[config.mk]
export PLATFORM = sky130hd
export DESIGN_NAME = sacs_sequencer
export DESIGN_NICKNAME = d
export VERILOG_FILES = /design/src/shared/sacs_pkg.sv /design/src/shared/sacs_core_if.sv /design/src/hdl/sacs_clk_div.sv /design/src/hdl/sacs_trig_sel.sv /design/src/hdl/sacs_sequencer.sv
export SDC_FILE = /design/constraint.sdc
export NUM_CORES = 1
export LEC_CHECK = 0
export CORE_MARGIN = 10
export CORE_UTILIZATION = 39
export CTS_CLUSTER_SIZE = 20
export DETAILED_ROUTE_END_ITERATION = 8
export DONT_BUFFER_PORTS = 1
export SYNTH_ARGS = -nofsm -noshare
export SYNTH_HDL_FRONTEND = slang
export SYNTH_SLANG_ARGS = --single-unit
[constraint.sdc]
create_clock -name sys_clk_i -period 2.75 [get_ports sys_clk_i]
set_clock_uncertainty 0.05 [all_clocks]
set_input_delay 0.275 -clock sys_clk_i [delete_from_list [all_inputs] [get_ports sys_clk_i]]
set_output_delay 0.275 -clock sys_clk_i [all_outputs]
set_load 0.1 [all_outputs]
[src/shared/sacs_pkg.sv]
package sacs_pkg;
    // ----------------------------------------------------------------
    // widths and reset values
    // ----------------------------------------------------------------
    localparam int CODE_W = 10;
    localparam int DIV_W = 5;
    localparam logic [4:0] DIV_RST = 5'h1F;
    localparam logic [7:0] BYTE_RST = 8'h00;
    localparam logic [2:0] SRC_RST = 3'h0;

    // ----------------------------------------------------------------
    // trigger source codes
    // ----------------------------------------------------------------
    localparam logic [2:0] SRC_SW = 3'h0;
    localparam logic [2:0] SRC_TMR0 = 3'h1;
    localparam logic [2:0] SRC_TMR2 = 3'h2;
    localparam logic [2:0] SRC_TMR1 = 3'h3;
    localparam logic [2:0] SRC_PIN = 3'h4;
    localparam logic [2:0] SRC_TMR3 = 3'h5;

    // ----------------------------------------------------------------
    // sequence lengths in sar clocks (10-bit mode, 8-bit ends earlier)
    // ----------------------------------------------------------------
    localparam logic [4:0] END_DLY_10 = 5'h11;
    localparam logic [4:0] END_NODLY_10 = 5'h0E;
    localparam logic [4:0] SHORT_8 = 5'h02;
    localparam logic [4:0] TRACK_EXTRA = 5'h03;

    // ----------------------------------------------------------------
    // sequencer states
    // ----------------------------------------------------------------
    typedef enum logic [2:0] {
        ST_IDLE = 3'b001,
        ST_TRACK = 3'b010,
        ST_CONV = 3'b100
    } sacs_state_t;
endpackage : sacs_pkg

[src/shared/sacs_core_if.sv]
interface sacs_core_if;
    logic sar_tick;
    logic [4:0] divider;
    logic enable;
    logic [2:0] src;
    logic sw_start;
    logic tmr0_ovf;
    logic tmr1_ovf;
    logic tmr2_lo_ovf;
    logic tmr2_hi_ovf;
    logic tmr2_16bit;
    logic tmr3_lo_ovf;
    logic tmr3_hi_ovf;
    logic tmr3_16bit;
    logic pin_rise;
    logic trigger;

    modport div_m (input divider, input enable, output sar_tick);
    modport trig_m (input enable, input src, input sw_start, input tmr0_ovf, input tmr1_ovf,
        input tmr2_lo_ovf, input tmr2_hi_ovf, input tmr2_16bit, input tmr3_lo_ovf,
        input tmr3_hi_ovf, input tmr3_16bit, input pin_rise, output trigger);
    modport top_m (output divider, output enable, output src, output sw_start,
        output tmr0_ovf, output tmr1_ovf, output tmr2_lo_ovf, output tmr2_hi_ovf,
        output tmr2_16bit, output tmr3_lo_ovf, output tmr3_hi_ovf, output tmr3_16bit,
        output pin_rise, input sar_tick, input trigger);
endinterface : sacs_core_if

[src/hdl/sacs_clk_div.sv]
module sacs_clk_div (
    input wire logic sys_clk_i,
    input wire logic arst_n_i,
    sacs_core_if.div_m bus
);
    logic [4:0] cnt_r;
    logic [4:0] cnt_nxt;
    logic wrap;

    // ----------------------------------------------------------------
    // sar clock enable: one pulse per divider+1 system clocks
    // ----------------------------------------------------------------
    assign wrap = (cnt_r >= bus.divider);
    assign cnt_nxt = wrap ? 5'h00 : cnt_r + 5'h01;

    always_ff @(posedge sys_clk_i or negedge arst_n_i) begin
        if (!arst_n_i) begin
            cnt_r <= 5'h00;
            bus.sar_tick <= 1'b0;
        end else if (!bus.enable) begin
            // divider held still in shutdown to save power
            cnt_r <= 5'h00;
            bus.sar_tick <= 1'b0;
        end else begin
            cnt_r <= cnt_nxt;
            bus.sar_tick <= wrap;
        end
    end
endmodule : sacs_clk_div

[src/hdl/sacs_trig_sel.sv]
module sacs_trig_sel (
    sacs_core_if.trig_m bus
);
    // ----------------------------------------------------------------
    // trigger source mux
    // ----------------------------------------------------------------
    wire logic tmr2_ovf = bus.tmr2_16bit ? bus.tmr2_hi_ovf : bus.tmr2_lo_ovf;
    wire logic tmr3_ovf = bus.tmr3_16bit ? bus.tmr3_hi_ovf : bus.tmr3_lo_ovf;
    logic sel;

    always_comb begin
        sel = 1'b0;
        case (bus.src)
            sacs_pkg::SRC_SW: sel = bus.sw_start;
            sacs_pkg::SRC_TMR0: sel = bus.tmr0_ovf;
            sacs_pkg::SRC_TMR2: sel = tmr2_ovf;
            sacs_pkg::SRC_TMR1: sel = bus.tmr1_ovf;
            sacs_pkg::SRC_PIN: sel = bus.pin_rise;
            sacs_pkg::SRC_TMR3: sel = tmr3_ovf;
            default: sel = 1'b0;
        endcase
    end

    assign bus.trigger = sel & bus.enable;
endmodule : sacs_trig_sel

[src/hdl/sacs_sequencer.sv]
module sacs_sequencer (
    input wire logic sys_clk_i,
    input wire logic arst_n_i,
    input wire logic converter_enable_i,
    input wire logic delayed_track_select_i,
    input wire logic left_justify_select_i,
    input wire logic eight_bit_mode_select_i,
    input wire logic [4:0] sar_clock_divider_i,
    input wire logic [2:0] start_source_select_i,
    input wire logic busy_write_one_i,
    input wire logic done_flag_clear_i,
    input wire logic tmr0_ovf_i,
    input wire logic tmr1_ovf_i,
    input wire logic tmr2_lo_ovf_i,
    input wire logic tmr2_hi_ovf_i,
    input wire logic tmr2_16bit_i,
    input wire logic tmr3_lo_ovf_i,
    input wire logic tmr3_hi_ovf_i,
    input wire logic tmr3_16bit_i,
    input wire logic external_start_input_i,
    input wire logic [9:0] sar_code_i,
    input wire logic conv_irq_enable_i,
    output logic conversion_busy_o,
    output logic conversion_done_flag_o,
    output logic conv_irq_o,
    output logic tracking_o,
    output logic converting_o,
    output logic sample_hold_o,
    output logic [7:0] result_high_byte_o,
    output logic [7:0] result_low_byte_o
);
    sacs_core_if core_if ();

    // ----------------------------------------------------------------
    // external start pin synchroniser
    // ----------------------------------------------------------------
    logic [2:0] pin_sync_r;
    logic pin_level_r;
    logic pin_rise_r;

    always_ff @(posedge sys_clk_i or negedge arst_n_i) begin
        if (!arst_n_i) begin
            pin_sync_r <= 3'h0;
            pin_level_r <= 1'b0;
            pin_rise_r <= 1'b0;
        end else begin
            pin_sync_r <= {pin_sync_r[1:0], external_start_input_i};
            // change counts only when stages two and three agree
            if (pin_sync_r[1] == pin_sync_r[2]) begin
                pin_level_r <= pin_sync_r[2];
            end
            pin_rise_r <= (pin_sync_r[1] == pin_sync_r[2]) & pin_sync_r[2] & ~pin_level_r;
        end
    end

    // ----------------------------------------------------------------
    // sub-block wiring
    // ----------------------------------------------------------------
    assign core_if.divider = sar_clock_divider_i;
    assign core_if.enable = converter_enable_i;
    assign core_if.src = start_source_select_i;
    assign core_if.sw_start = busy_write_one_i;
    assign core_if.tmr0_ovf = tmr0_ovf_i;
    assign core_if.tmr1_ovf = tmr1_ovf_i;
    assign core_if.tmr2_lo_ovf = tmr2_lo_ovf_i;
    assign core_if.tmr2_hi_ovf = tmr2_hi_ovf_i;
    assign core_if.tmr2_16bit = tmr2_16bit_i;
    assign core_if.tmr3_lo_ovf = tmr3_lo_ovf_i;
    assign core_if.tmr3_hi_ovf = tmr3_hi_ovf_i;
    assign core_if.tmr3_16bit = tmr3_16bit_i;
    assign core_if.pin_rise = pin_rise_r;

    sacs_clk_div u_div (
        .sys_clk_i(sys_clk_i),
        .arst_n_i(arst_n_i),
        .bus(core_if.div_m)
    );

    sacs_trig_sel u_trig (
        .bus(core_if.trig_m)
    );

    // ----------------------------------------------------------------
    // sequencer state
    // ----------------------------------------------------------------
    sacs_pkg::sacs_state_t state_r;
    sacs_pkg::sacs_state_t state_nxt;
    logic [4:0] clk_cnt_r;
    logic [4:0] clk_cnt_nxt;
    logic dly_r;
    logic mode8_r;
    logic busy_r;
    logic done_r;
    logic irq_r;
    logic track_r;
    logic conv_r;
    logic [7:0] hi_r;
    logic [7:0] lo_r;

    wire logic tick = core_if.sar_tick;
    // a trigger while busy or disabled falls through unheard
    wire logic start = core_if.trigger & ~busy_r & converter_enable_i;
    wire logic [4:0] end_10 = dly_r ? sacs_pkg::END_DLY_10 : sacs_pkg::END_NODLY_10;
    wire logic [4:0] end_cnt = mode8_r ? end_10 - sacs_pkg::SHORT_8 : end_10;
    wire logic last_clk = tick & (clk_cnt_r == end_cnt);
    wire logic track_done = tick & (clk_cnt_r == sacs_pkg::TRACK_EXTRA);
    // reserved codes track like the internal sources
    wire logic src_pin = (start_source_select_i == sacs_pkg::SRC_PIN);

    // ----------------------------------------------------------------
    // result formatting
    // ----------------------------------------------------------------
    wire logic [7:0] fmt_hi = eight_bit_mode_select_i ? sar_code_i[9:2]
        : left_justify_select_i ? sar_code_i[9:2]
        : {6'h00, sar_code_i[9:8]};
    wire logic [7:0] fmt_lo = eight_bit_mode_select_i ? 8'h00
        : left_justify_select_i ? {sar_code_i[1:0], 6'h00}
        : sar_code_i[7:0];

    always_comb begin
        state_nxt = state_r;
        clk_cnt_nxt = clk_cnt_r;
        unique case (state_r)
            sacs_pkg::ST_IDLE: begin
                if (start) begin
                    clk_cnt_nxt = 5'h01;
                    state_nxt = delayed_track_select_i ? sacs_pkg::ST_TRACK : sacs_pkg::ST_CONV;
                end
            end
            sacs_pkg::ST_TRACK: begin
                if (tick) begin
                    clk_cnt_nxt = clk_cnt_r + 5'h01;
                end
                if (track_done) begin
                    state_nxt = sacs_pkg::ST_CONV;
                end
            end
            sacs_pkg::ST_CONV: begin
                if (tick) begin
                    clk_cnt_nxt = clk_cnt_r + 5'h01;
                end
                if (last_clk) begin
                    state_nxt = sacs_pkg::ST_IDLE;
                    clk_cnt_nxt = 5'h00;
                end
            end
        endcase
        if (!converter_enable_i) begin
            state_nxt = sacs_pkg::ST_IDLE;
            clk_cnt_nxt = 5'h00;
        end
    end

    always_ff @(posedge sys_clk_i or negedge arst_n_i) begin
        if (!arst_n_i) begin
            state_r <= sacs_pkg::ST_IDLE;
            clk_cnt_r <= 5'h00;
            dly_r <= 1'b0;
            mode8_r <= 1'b0;
        end else begin
            state_r <= state_nxt;
            clk_cnt_r <= clk_cnt_nxt;
            if (start) begin
                // delay and 8-bit length frozen per conversion; mid-run writes wait
                dly_r <= delayed_track_select_i;
                mode8_r <= eight_bit_mode_select_i;
            end
        end
    end

    // ----------------------------------------------------------------
    // busy, done and results
    // ----------------------------------------------------------------
    wire logic finishing = (state_r == sacs_pkg::ST_CONV) & last_clk & converter_enable_i;
    wire logic busy_fall = busy_r & (state_nxt == sacs_pkg::ST_IDLE);

    always_ff @(posedge sys_clk_i or negedge arst_n_i) begin
        if (!arst_n_i) begin
            busy_r <= 1'b0;
            done_r <= 1'b0;
            irq_r <= 1'b0;
            hi_r <= sacs_pkg::BYTE_RST;
            lo_r <= sacs_pkg::BYTE_RST;
        end else begin
            busy_r <= (state_nxt != sacs_pkg::ST_IDLE);
            if (busy_fall) begin
                done_r <= 1'b1;
            end else if (done_flag_clear_i) begin
                done_r <= 1'b0;
            end
            irq_r <= busy_fall & conv_irq_enable_i;
            if (finishing) begin
                hi_r <= fmt_hi;
                lo_r <= fmt_lo;
            end
        end
    end

    // ----------------------------------------------------------------
    // analog core steering
    // ----------------------------------------------------------------
    // pin source without delay: track only while pin low, else hold
    wire logic idle_track = (src_pin & ~delayed_track_select_i) ? ~pin_level_r : 1'b1;
    wire logic track_nxt = converter_enable_i & ((state_nxt == sacs_pkg::ST_IDLE) ? idle_track
        : (state_nxt == sacs_pkg::ST_TRACK));
    wire logic conv_nxt = converter_enable_i & (state_nxt == sacs_pkg::ST_CONV);

    always_ff @(posedge sys_clk_i or negedge arst_n_i) begin
        if (!arst_n_i) begin
            track_r <= 1'b0;
            conv_r <= 1'b0;
        end else begin
            track_r <= track_nxt;
            conv_r <= conv_nxt;
        end
    end

    assign conversion_busy_o = busy_r;
    assign conversion_done_flag_o = done_r;
    assign conv_irq_o = irq_r;
    assign tracking_o = track_r;
    assign converting_o = conv_r;
    assign sample_hold_o = conv_r;
    assign result_high_byte_o = hi_r;
    assign result_low_byte_o = lo_r;
endmodule : sacs_sequencer

==> results of run 1 <==
## metrics by stage
step | instances | total power (W) | setup slack, ps | instance area, um^2
finish | 310 | 0.001419 | 491.7 | 2435
global route | 310 | 0.001495 | 309.7 | 2435
CTS | 310 | 0.001439 | 489.9 | 2435
detailed placement | 299 | 0.001008 | 530.4 | 2305
global placement | 299 | 0.001007 | 552.0 | 2305
floorplan | 235 | 0.0009636 | 459.3 | 2242
## final cells by class
class	instances	area [um^2]	area share, %
Multi-Input combinational cell	167	1086	44.60
Sequential cell	42	1054	43.27
Clock buffer	8	90.09	3.700
Tap cell	72	90.09	3.700
Inverter	16	60.06	2.467
Timing Repair Buffer	5	55.05	2.261
## timing repair
item	CTS	global route
hold endpoints to repair	43	0
hold buffers	3	0
endpoints found under the setup margin	0	0
## layout by cell type (no fill, tap or decap), types with 3 or more instances in the layout
| cell | n |
|---|---|
| a21o_1 | 3 |
| nor3_1 | 3 |
| o21ai_0 | 7 |
| dfrtp_1 | 40 |
| inv_1 | 16 |
| ha_1 | 9 |
| mux2i_1 | 6 |
| xnor2_1 | 4 |
| nand4_1 | 6 |
| nor2_1 | 16 |
| nand3_1 | 15 |
| a21oi_1 | 5 |
| a31oi_1 | 3 |
| clkbuf_8 | 6 |
| o31ai_1 | 3 |
| nand2_1 | 44 |
| xor2_1 | 4 |
| nor2b_1 | 4 |
| and3_1 | 3 |
## per-layer routing
| layer | part of all wire (%) | routed length, um | global-route usage, % | up-vias |
|---|---|---|---|---|
| li1 | - | - | - | 821 |
| met5 | 0 | 0 | 0 | - |
| met1 | 42 | 2145 | 13.22 | 804 |
| met4 | 1.5 | 76 | 4.300 | 0 |
| met3 | 6.7 | 344 | 4.358 | 7 |
| met2 | 50 | 2535 | 17.89 | 39 |
## cell families after synthesis
family | Yosys count | share of synthesized area, %
xor+xnor | 8 | 3.125
simple gates | 106 | 23.33
compound gates | 36 | 13.28
fa+ha+maj | 9 | 5.022
mux | 8 | 3.683
flops | 42 | 46.93
buf+inv | 26 | 4.632
## power breakdown
part,switching (W),internal [W]
logic,0.000136,0.000101
clock network,0.000202,0.000205
registers,0.000116,0.000658
## sequential cells by signal, summed over array words and instances (netlist names)
| register | cells |
|---|---|
| clk_cnt_r | 5 |
| conv_irq_o | 1 |
| conversion_busy_o | 1 |
| conversion_done_flag_o | 1 |
| converting_o | 1 |
| core_if.pin_rise | 1 |
| dly_r | 1 |
| mode8_r | 1 |
| pin_level_r | 1 |
| pin_sync_r | 3 |
| result_high_byte_o | 8 |
| result_low_byte_o | 8 |
| state_r | 3 |
| tracking_o | 1 |
| u_div.bus.sar_tick | 1 |
| u_div.cnt_r | 5 |
## final timing paths
path	start	end	slack, ps	cells after the start
min in group asynchronous	arst_n_i	clk_cnt_r[4]	400	2
max reg2reg	dly_r	conv_irq_o	490	9
max in group asynchronous	arst_n_i	state_r[0]	1970	2
min	eight_bit_mode_select_i	result_low_byte_o[7]	20	1
max	dly_r	conv_irq_o	490	9
min reg2reg	pin_sync_r[0]	pin_sync_r[1]	300	0
## critical path, stage by stage, from the launching register on
cell	delay [ps]
dfrtp_1	410
ha_1	320
xnor2_1	190
o2111ai_2	210
o31ai_1	380
nor3_1	110
nand2_1	110
inv_1	60
nor2_1	160
and4_1	210
==> impl_results.md, run 1 <==
- Initial core utilization: 40.47%
- CTS buffer count: 5
- Share of layout cells above drive strength 1: 10.50%
- Wirelength, routed: roughly 5.1 mm
- Site Rows: 27
- Routed len/inst: 16.46 um
- Nets: 282
- Warnings from Yosys: 0
- Status: complete, no violations
- Initial antenna violation count: 0
- Pins Over Slew Limit: 0
- Final Hold Fails: 0
- #FFs+latches synth: 42
- Die footprint: 9181 um^2
- Vias: 1,671
- # resized after CTS: 0
- Synthesized cell area: 2242 um^2
- Max_slew headroom: 37.01%
- Post-DP HPWL: approximately 3.8 mm
- Setup repair after global routing missed its margin: no
- Syn_nets: 280
- Fill cells: 535
- Mapped Cells: 235
- Number of flops mapped to enable cells by yosys: 0
- Vias per Instance: between 5 and 6
- Deepest clock path buffer count: 2
- Clock Latency Late Sink: 290 ps
- Crit Path Max Fanout: 5
- Critical path endpoint category: register
- Mean Syn Cell Area: 9.541 um^2
- Area Growth Syn to Fin: 8.594%
- Port bufs: 0
- FFs w/ async S/R, synth: 100.0%
- Global placement routability congestion: approximately 0.84
- Worst-path clk slew: 80 ps
- Drt drc: 0
- Core area: approximately 5500 um^2
- Max Cap Viol: 0
- Req. time, crit path: 2930 ps
- Post-synth top area cell: dfrtp_1
- Most frequent cells after synthesis: 44 x nand2_1, 41 x dfrtp_1, 16 x inv_1, 16 x nor2_1, 15 x nand3_1
- Area contributors post-synth: dfrtp_1 46%, nand2_1 7.4%, ha_1 5.0%, nand3_1 3.3%, mux2i_1 2.7%
- Ant diodes: 0
- Sink Count: 42
- Die Span X: 95.82 um
- Critical path launch point type: register
- Top cell type's share of synthesized area: a little under half
- # setup viols final: 0
- Max Clk Rate: 0.4428 GHz
- Root buffer cell: clkbuf_8
- Vias in the first global route: 1,629
- Final Cycle Share: between 80% and 90%
- Maximum vdd drop: 0.0002172 V
- Total congestion overflow: 0
- Power Density: 582.7 nW/um^2
- Fin util: between 40% and 50%
- Sequential-to-total area share from yosys stat: 46.93%
- Top-level port count: 58
- Synth unique cells: 50
- Static Leak: 1.170 nW
- H-tree depth: 2
- Total negative slack: 0 ps
- TritonRoute pass-1 iters: 4
- Antenna Nets Post-Route: 0
- Most frequent cell after synthesis: nand2_1
- Primary FF master, synth: dfrtp_1
- TritonCTS clock tree: built
- Slew @ Worst Pin: between 900 and 1000 ps
- First-pass GRT wire length: 8.176 mm
- WS Path Type: reg -> reg
- Hold slack final: 18.71 ps
- Post-CTS setup buffers: 0
- GRT Total Usage: ~11%
- Iteration-0 DRC Markers: 96
- Chip height: ~96 um
- Min cycle time layout: 2258 ps
- HP Class: in -> reg
- Largest net degree at the start of global routing: 43
- CP arrival: between 2000 and 2500 ps
Power figures use the tool's default switching activity.
==> run 2: changes to the inputs <==
==> constraint.sdc (replaced) <==
create_clock -name sys_clk_i -period 1.9 [get_ports sys_clk_i]
set_clock_uncertainty 0.05 [all_clocks]
set_input_delay 0.19 -clock sys_clk_i [delete_from_list [all_inputs] [get_ports sys_clk_i]]
set_output_delay 0.19 -clock sys_clk_i [all_outputs]
set_load 0.1 [all_outputs]
==> run 2 against run 1 <==
Against the previous run:
- the run now ends with negative setup slack left
- via count is 11% higher
- worst setup slack worse by 570 ps
- sequential share of layout area is 7.7 points lower
- register-to-register slack worse by 570 ps
- critical path depth is 3 lower
- worst hold slack worse by 1.7 ps
- final area is 22% higher
- largest power group unchanged
==> impl_results.md, run 2 (same netlist as run 1, synthesis figures left out) <==
- Failing checks: negative setup slack
- Clock Latency Late Sink: 290 ps (about the same)
- Iteration-0 DRC Markers: 66 (-31%)
- Power Density: 789.9 nW/um^2 (+36%)
- Storage cell area: 1059 um^2 (+0.48%)
- CTS buffer count: 5 (unchanged)
- Wirelength, routed: 5.476 mm (+7.3%)
- Vias in the first global route: 1,969 (+21%)
- Worst-path clk slew: 80 ps (about the same)
- R2r setup slk: -70 ps (-570 ps)
- Commonest non-fill, non-tap cell in the layout: nand2_1
- Nets: 331 (+17%)
- Drt drc: 0 (unchanged)
- Max_slew headroom: 60.21% (+23 points)
- CP arrival: 2120 ps (-310 ps)
- Routed len/inst: 15.30 um (-7.1%)
- Largest net degree at the start of global routing: 43 (unchanged)
- Pins Over Slew Limit: 0 (unchanged)
- Vias: 1,863 (+11%)
- Ant diodes: 0 (unchanged)
- TritonCTS clock tree: built
- Req. time, crit path: 2050 ps (-880 ps)
- Global placement routability congestion: 0.8066 (-3.8%)
- Share of layout cells above drive strength 1: 26.92% (+16 points)
- Post-DP HPWL: 3.915 mm (+1.7%)
- HP Class: in -> reg
- Antenna Nets Post-Route: 0 (unchanged)
- Vias per Instance: 5.204 (-3.5%)
- Area of the multi-input gates: 1191 um^2 (+9.7%)
- Worst hold start: done_flag_clear_i
- Sink Count: 42 (unchanged)
- Total congestion overflow: 0 (unchanged)
- H-tree depth: 2 (unchanged)
- Deepest clock path buffer count: 2 (unchanged)
- Critical path launch point type: register
- Static Leak: 1.459 nW (+25%)
- Final setup margin: -73.99 ps (-565.7 ps)
- Root buffer cell: clkbuf_8
- WS Path Type: reg -> reg
- Setup repair after global routing missed its margin: yes
- Dpl cells: 333 (+11%)
- Initial antenna violation count: 0 (unchanged)
- R2R depth: 6 (-3)
- Fill cells: 508 (-5.0%)
- Core area: 5540 um^2 (unchanged)
- TritonRoute pass-1 iters: 4 (unchanged)
- Max Cap Viol: 0 (unchanged)
- Critical path endpoint category: register
- Crit Path Max Fanout: 16 (+11)
- Slew @ Worst Pin: 594.6 ps (-350.2 ps)
- Hold depth: 2 (+1)
- Top-level port count: 58 (unchanged)
- Maximum vdd drop: 0.0004900 V (+130%)
- Die Span X: 95.82 um (unchanged)
- Setup WS pre-CTS: -151.6 ps (-682.0 ps)
- Hold path endpoint: conversion_done_flag_o
- Max Clk Rate: 0.5066 GHz (+14%)
- Status: finished, violations left
- Area Growth Syn to Fin: 32.76%
- Min cycle time layout: 1974 ps (-284.3 ps)
- Fin util: 53.73% (+9.8 points)
- Site Rows: 27 (unchanged)
- Chip height: 95.82 um (unchanged)
- Reg2reg end: result_low_byte_o[7]
- Final Hold Fails: 0 (unchanged)
- Most frequent cells in the layout: 44 x nand2_1, 38 x dfrtp_1, 36 x buf_4
- Post-route insts no fill: 358 (+15%)
- Final Cycle Share: 103.9% (+22 points)
- First-pass GRT wire length: 9.528 mm (+17%)
- # setup viols final: 16 (+16)
- GRT Total Usage: 12.88% (+1.7 points)
- Die footprint: 9181 um^2 (unchanged)
- Initial core utilization: 40.47% (unchanged)
- Port bufs: 0 (unchanged)
- Reg2reg start: dly_r
## run 2: cell types whose count changed in the layout (fill, tap and decap cells not counted), sizes merged
| cell | previous run | this run |
|---|---|---|
| bufinv | 0 | 1 |
| dlygate4sd3 | 2 | 14 |
| buf | 3 | 40 |
| clkbuf | 8 | 6 |
## run 2: worst max-delay path: stages (launching register included)
cell and delay, ps:
dfrtp_1 410, ha_4 170, and4bb_2 310, o2111ai_4 190
or3_1 370, buf_6 170, o31ai_2 210
## run 2: how the worst max path moves through the flow
| stage | start | endpoint | slack [ps] | cells past startpoint |
|---|---|---|---|---|
| floorplan | dly_r | result_high_byte_o[2] | -30 | 8 |
| global placement | mode8_r | conv_irq_o | -70 | 10 |
| detailed placement | mode8_r | conv_irq_o | -150 | 10 |
| CTS | mode8_r | conversion_done_flag_o | -80 | 10 |
| global route | mode8_r | conversion_done_flag_o | -170 | 10 |
| finish | dly_r | result_low_byte_o[7] | -70 | 6 |
## run 2: per-layer routing
layer	vias up	part of all wire (%)	track usage [%]	wire length (um)
met3	4	8.2	5.136	449
met5	-	0	0	0
li1	918	-	-	-
met2	48	49	20.99	2672
met1	893	42	15.35	2310
met4	0	0.79	3.808	43
## run 2: metrics by stage
step	setup TNS (ps)	cell area, um^2	hold WS (ps)	power [W]
after floorplan	-293.6	2281	-155.6	0.001405
after global placement	-394.8	2580	-153.9	0.001512
after detailed placement	-1683	2580	-153.8	0.001523
after CTS	-244.1	2949	9.582	0.002365
after global routing	-2719	2977	15.62	0.002483
final	-493.5	2977	16.99	0.002351
## run 2: timing repair
action                                  4_1_cts  5_1_grt
gates resized for setup                      18        6
endpoints found under the setup margin       24       29
hold endpoints to repair                     61        0
pin swaps                                     6        5
cloned                                        1        0
hold buffers                                 15        0
setup buffers                                 1        1
## run 2: cell type report
type | count | share of cell area (%)
sequential | 42 | 35.56
clock inverter | 1 | 1.009
inverter | 16 | 2.018
tap | 72 | 3.026
multi-input combinational | 167 | 40.02
clock buffer | 6 | 2.774
timing repair buffer | 54 | 15.59
## run 2: where the power goes
part           internal [W]  leakage [nW]  total, W  switching (W)
clock              0.000420        0.0573  0.000714       0.000294
sequential         0.000958         0.555   0.00101      0.0000513
combinational      0.000253         0.847  0.000628       0.000375
==> run 3: changes to the inputs <==
--- a/config.mk
+++ b/config.mk
@@ -12,4 +12,5 @@
 export DONT_BUFFER_PORTS = 1
 export SYNTH_ARGS = -nofsm -noshare
 export SYNTH_HDL_FRONTEND = slang
+export SYNTH_HIERARCHICAL = 1
 export SYNTH_SLANG_ARGS = --single-unit
==> run 3 against run 2 <==
Against the previous run:
- maximum frequency is 8.0% lower
- sequential power about the same
- the flow still finishes with violations (negative setup slack)
- critical path type unchanged
- final area rose by 6.1%
- worst setup slack lost 170 ps
- combinational power is 11% lower
- global-route usage down 0.36 points
- sequential cell count stayed put
- count of clock-buffer cells in the layout unchanged
- total power decreased by 3.0%
- synthesized cell count shrank 5.5%
- non-clock buffer count grew 14
==> impl_results.md, run 3 <==
- Status: finished, violations left
- Failing checks: negative setup slack
- Root buffer cell: clkbuf_8
- WS Path Type: reg -> reg
- Sequential-to-total area share from yosys stat: 48.61% (+1.7 points)
- Max Cap Viol: 0 (unchanged)
- Warnings from Yosys: 6 (+6)
- Min cycle time layout: 2147 ps (+172.6 ps)
- Largest net degree at the start of global routing: 43 (unchanged)
- Die footprint: 8930 um^2 (-2.7%)
- Worst-path clk slew: 80 ps (about the same)
- Slew @ Worst Pin: 690.3 ps (+95.64 ps)
- Setup repair after global routing missed its margin: yes
- #FFs+latches synth: 42 (unchanged)
- Iteration-0 DRC Markers: 115 (+74%)
- Core area: 5439 um^2 (-1.8%)
- TritonRoute pass-1 iters: 4 (unchanged)
- Final Hold Fails: 0 (unchanged)
- Post-synthesis mux area share: 3.873% (+0.19 points)
- TritonCTS clock tree: built
- Mean Syn Cell Area: 9.750 um^2 (+2.2%)
- Sink Count: 42 (unchanged)
- Vias per Instance: 5.194 (-0.18%)
- Vias: 1,870 (+0.38%)
- Total congestion overflow: 0 (unchanged)
- Top-level port count: 58 (unchanged)
- Worst hold start: converter_enable_i
- Adder-Cell Fraction of Synth Area: 5.202% (+0.18 points)
- HP Class: in -> reg
- Maximum vdd drop: 0.0004456 V (-9.1%)
- CP arrival: 2280 ps (+160 ps)
- Largest family of logic cells by synthesized area: simple AND/OR/NAND/NOR gates
- Ant diodes: 0 (unchanged)
- Synth unique cells: 53 (+6.0%)
- First-pass GRT wire length: 8.921 mm (-6.4%)
- Pins Over Slew Limit: 0 (unchanged)
- Syn_nets: 267 (-4.6%)
- Top cell type's share of synthesized area: 47.40% (+1.6 points)
- CP Buf/Inv Count: 0 (-1)
- Static Leak: 1.492 nW (+2.2%)
- Primary FF master, synth: dfrtp_1
- Site Rows: 27 (unchanged)
- Most frequent cells in the layout: 42 x buf_4, 39 x dfrtp_1, 26 x nand2_1
- Final instance area: 3158 um^2 (+6.1%)
- Synthesized cell area: 2165 um^2 (-3.5%)
- Complex-gate fraction of the synthesized area: 15.32% (+2.0 points)
- Crit path from: core_if.pin_rise
- Vias in the first global route: 1,835 (-6.8%)
- Worst path max stage delay: 350 ps (-60 ps)
- Deepest clock path buffer count: 2 (unchanged)
- Number of flops mapped to enable cells by yosys: 0 (unchanged)
- Final Cycle Share: 113.0% (+9.1 points)
- Post-synth top area cell: dfrtp_1
- H-tree depth: 2 (unchanged)
- Max Clk Rate: 0.4659 GHz (-8.0%)
- Max_slew headroom: 53.87% (-6.3 points)
- Die Span X: 94.50 um (-1.4%)
- Wirelength, routed: 5.828 mm (+6.4%)
- Post-DP HPWL: 3.756 mm (-4.1%)
- Fill cells: 437 (-14%)
- Area Growth Syn to Fin: 45.90%
- Nets: 332 (+0.30%)
- Fin util: 58.06% (+4.3 points)
- CP max-delay cell: nor4bb_4
- Dpl cell area: 2557 um^2 (-0.87%)
- Initial core utilization: 39.80% (-0.67 points)
- Initial antenna violation count: 0 (unchanged)
- Reg2reg start: core_if.pin_rise
- Share of layout cells above drive strength 1: 36.81% (+9.9 points)
- Mapped Cells: 222 (-5.5%)
- Simple-Gate Fraction of Synth Area: 20.52% (-2.8 points)
- CP Cell Sequence: nor2_1 > a211o_1 > a211oi_4 > nor4bb_4 > a21oi_1 > o211ai_1 > nand3_1 > a41o_1
- Commonest non-fill, non-tap cell in the layout: buf_4
- Crit Path Max Fanout: 4 (-12)
- Routed len/inst: 16.19 um (+5.8%)
- CTS buffer count: 5 (unchanged)
- GRT Total Usage: 12.52% (-0.36 points)
- Port bufs: 0 (unchanged)
- Global placement routability congestion: 0.7989 (-0.95%)
- Clock Latency Late Sink: 290 ps (about the same)
- R2r setup slk: -250 ps (-170 ps)
- Setup WS pre-CTS: -248.8 ps (-97.22 ps)
- Area contributors post-synth: dfrtp_1 47%, nand2_1 6.9%, ha_1 5.2%, o21ai_0 3.5%, mux2i_1 2.3%
- Most frequent cell after synthesis: dfrtp_1
- Drt drc: 0 (unchanged)
- Final setup margin: -246.6 ps (-172.6 ps)
- FFs w/ async S/R, synth: 100.0% (unchanged)
- Most frequent cells after synthesis: 41 x dfrtp_1, 40 x nand2_1, 15 x o21ai_0, 13 x nor2_1, 12 x inv_1
- Antenna Nets Post-Route: 0 (unchanged)
- Power Density: 722.2 nW/um^2 (-8.6%)
- Critical path endpoint category: register
- Critical path launch point type: register
- Req. time, crit path: 2030 ps (-20 ps)
- # setup viols final: 7 (-9)
- Chip height: 94.50 um (-1.4%)
- Xor and xnor area share after synthesis: 2.428% (-0.70 points)
- CP top delay family: compound AO/OA/AOI/OAI gates
## run 3: metrics by stage
stage	hold WS, ps	power [W]	TNS [ps]	std cells
floorplan	-155.6	0.001369	-59.98	222
global placement	-153.2	0.001476	-647.4	324
detailed placement	-153.1	0.001484	-951.2	324
CTS	19.04	0.002276	-699.1	360
global route	5.000	0.002378	-2884	360
finish	5.014	0.002281	-1059	360
## run 3: logic make-up (layout without fill, tap and decap cells)
kind of cell | count (synthesis) | count (layout)
simple gates | 89 | 89
compound gates | 46 | 46
flops | 42 | 42
buf+inv | 22 | 88
fa+ha+maj | 9 | 9
mux | 8 | 8
xor+xnor | 6 | 6
## run 3: repair_timing
item                                   in CTS  in global routing
hold buffers                               16                  0
resized for setup                          18                 47
setup endpoints to repair                  12                 29
endpoints found under the hold margin      60                  0
pin swaps                                  11                 15
gates cloned                                2                  1
buffers inserted                           10                  2
## run 3: per-layer routing
layer,track usage [%],vias up,wire (um)
met5,0,-,0
met3,3.886,4,351
li1,-,911,-
met4,3.741,0,59
met2,20.94,45,3034
met1,15.10,910,2382
## run 3: path summary, 6_finish.rpt
kind / endpoint / depth (start not counted)
worst min register to register: pin_sync_r[1] / 0
worst max register to register: conversion_done_flag_o / 8
worst max-delay path: conversion_done_flag_o / 8
max in group asynchronous: state_r[0] / 2
min in group asynchronous: conv_irq_o / 2
worst min-delay path: clk_cnt_r[0] / 2
## run 3: power breakdown
part	switching (W)	internal [W]
Clock	0.000318	0.000392
Sequential	0.0000555	0.000954
Combinational	0.000331	0.000229
## run 3: area by class of cell
cell class / instances / area (um^2) / share of cell area, %
timing repair buffer: 68 / 644.4 / 20.40
inverter: 12 / 45.04 / 1.426
clock inverter: 2 / 37.54 / 1.189
multi-input combinational: 158 / 1214 / 38.43
tap: 72 / 90.09 / 2.853
sequential: 42 / 1055 / 33.40
clock buffer: 6 / 72.57 / 2.298
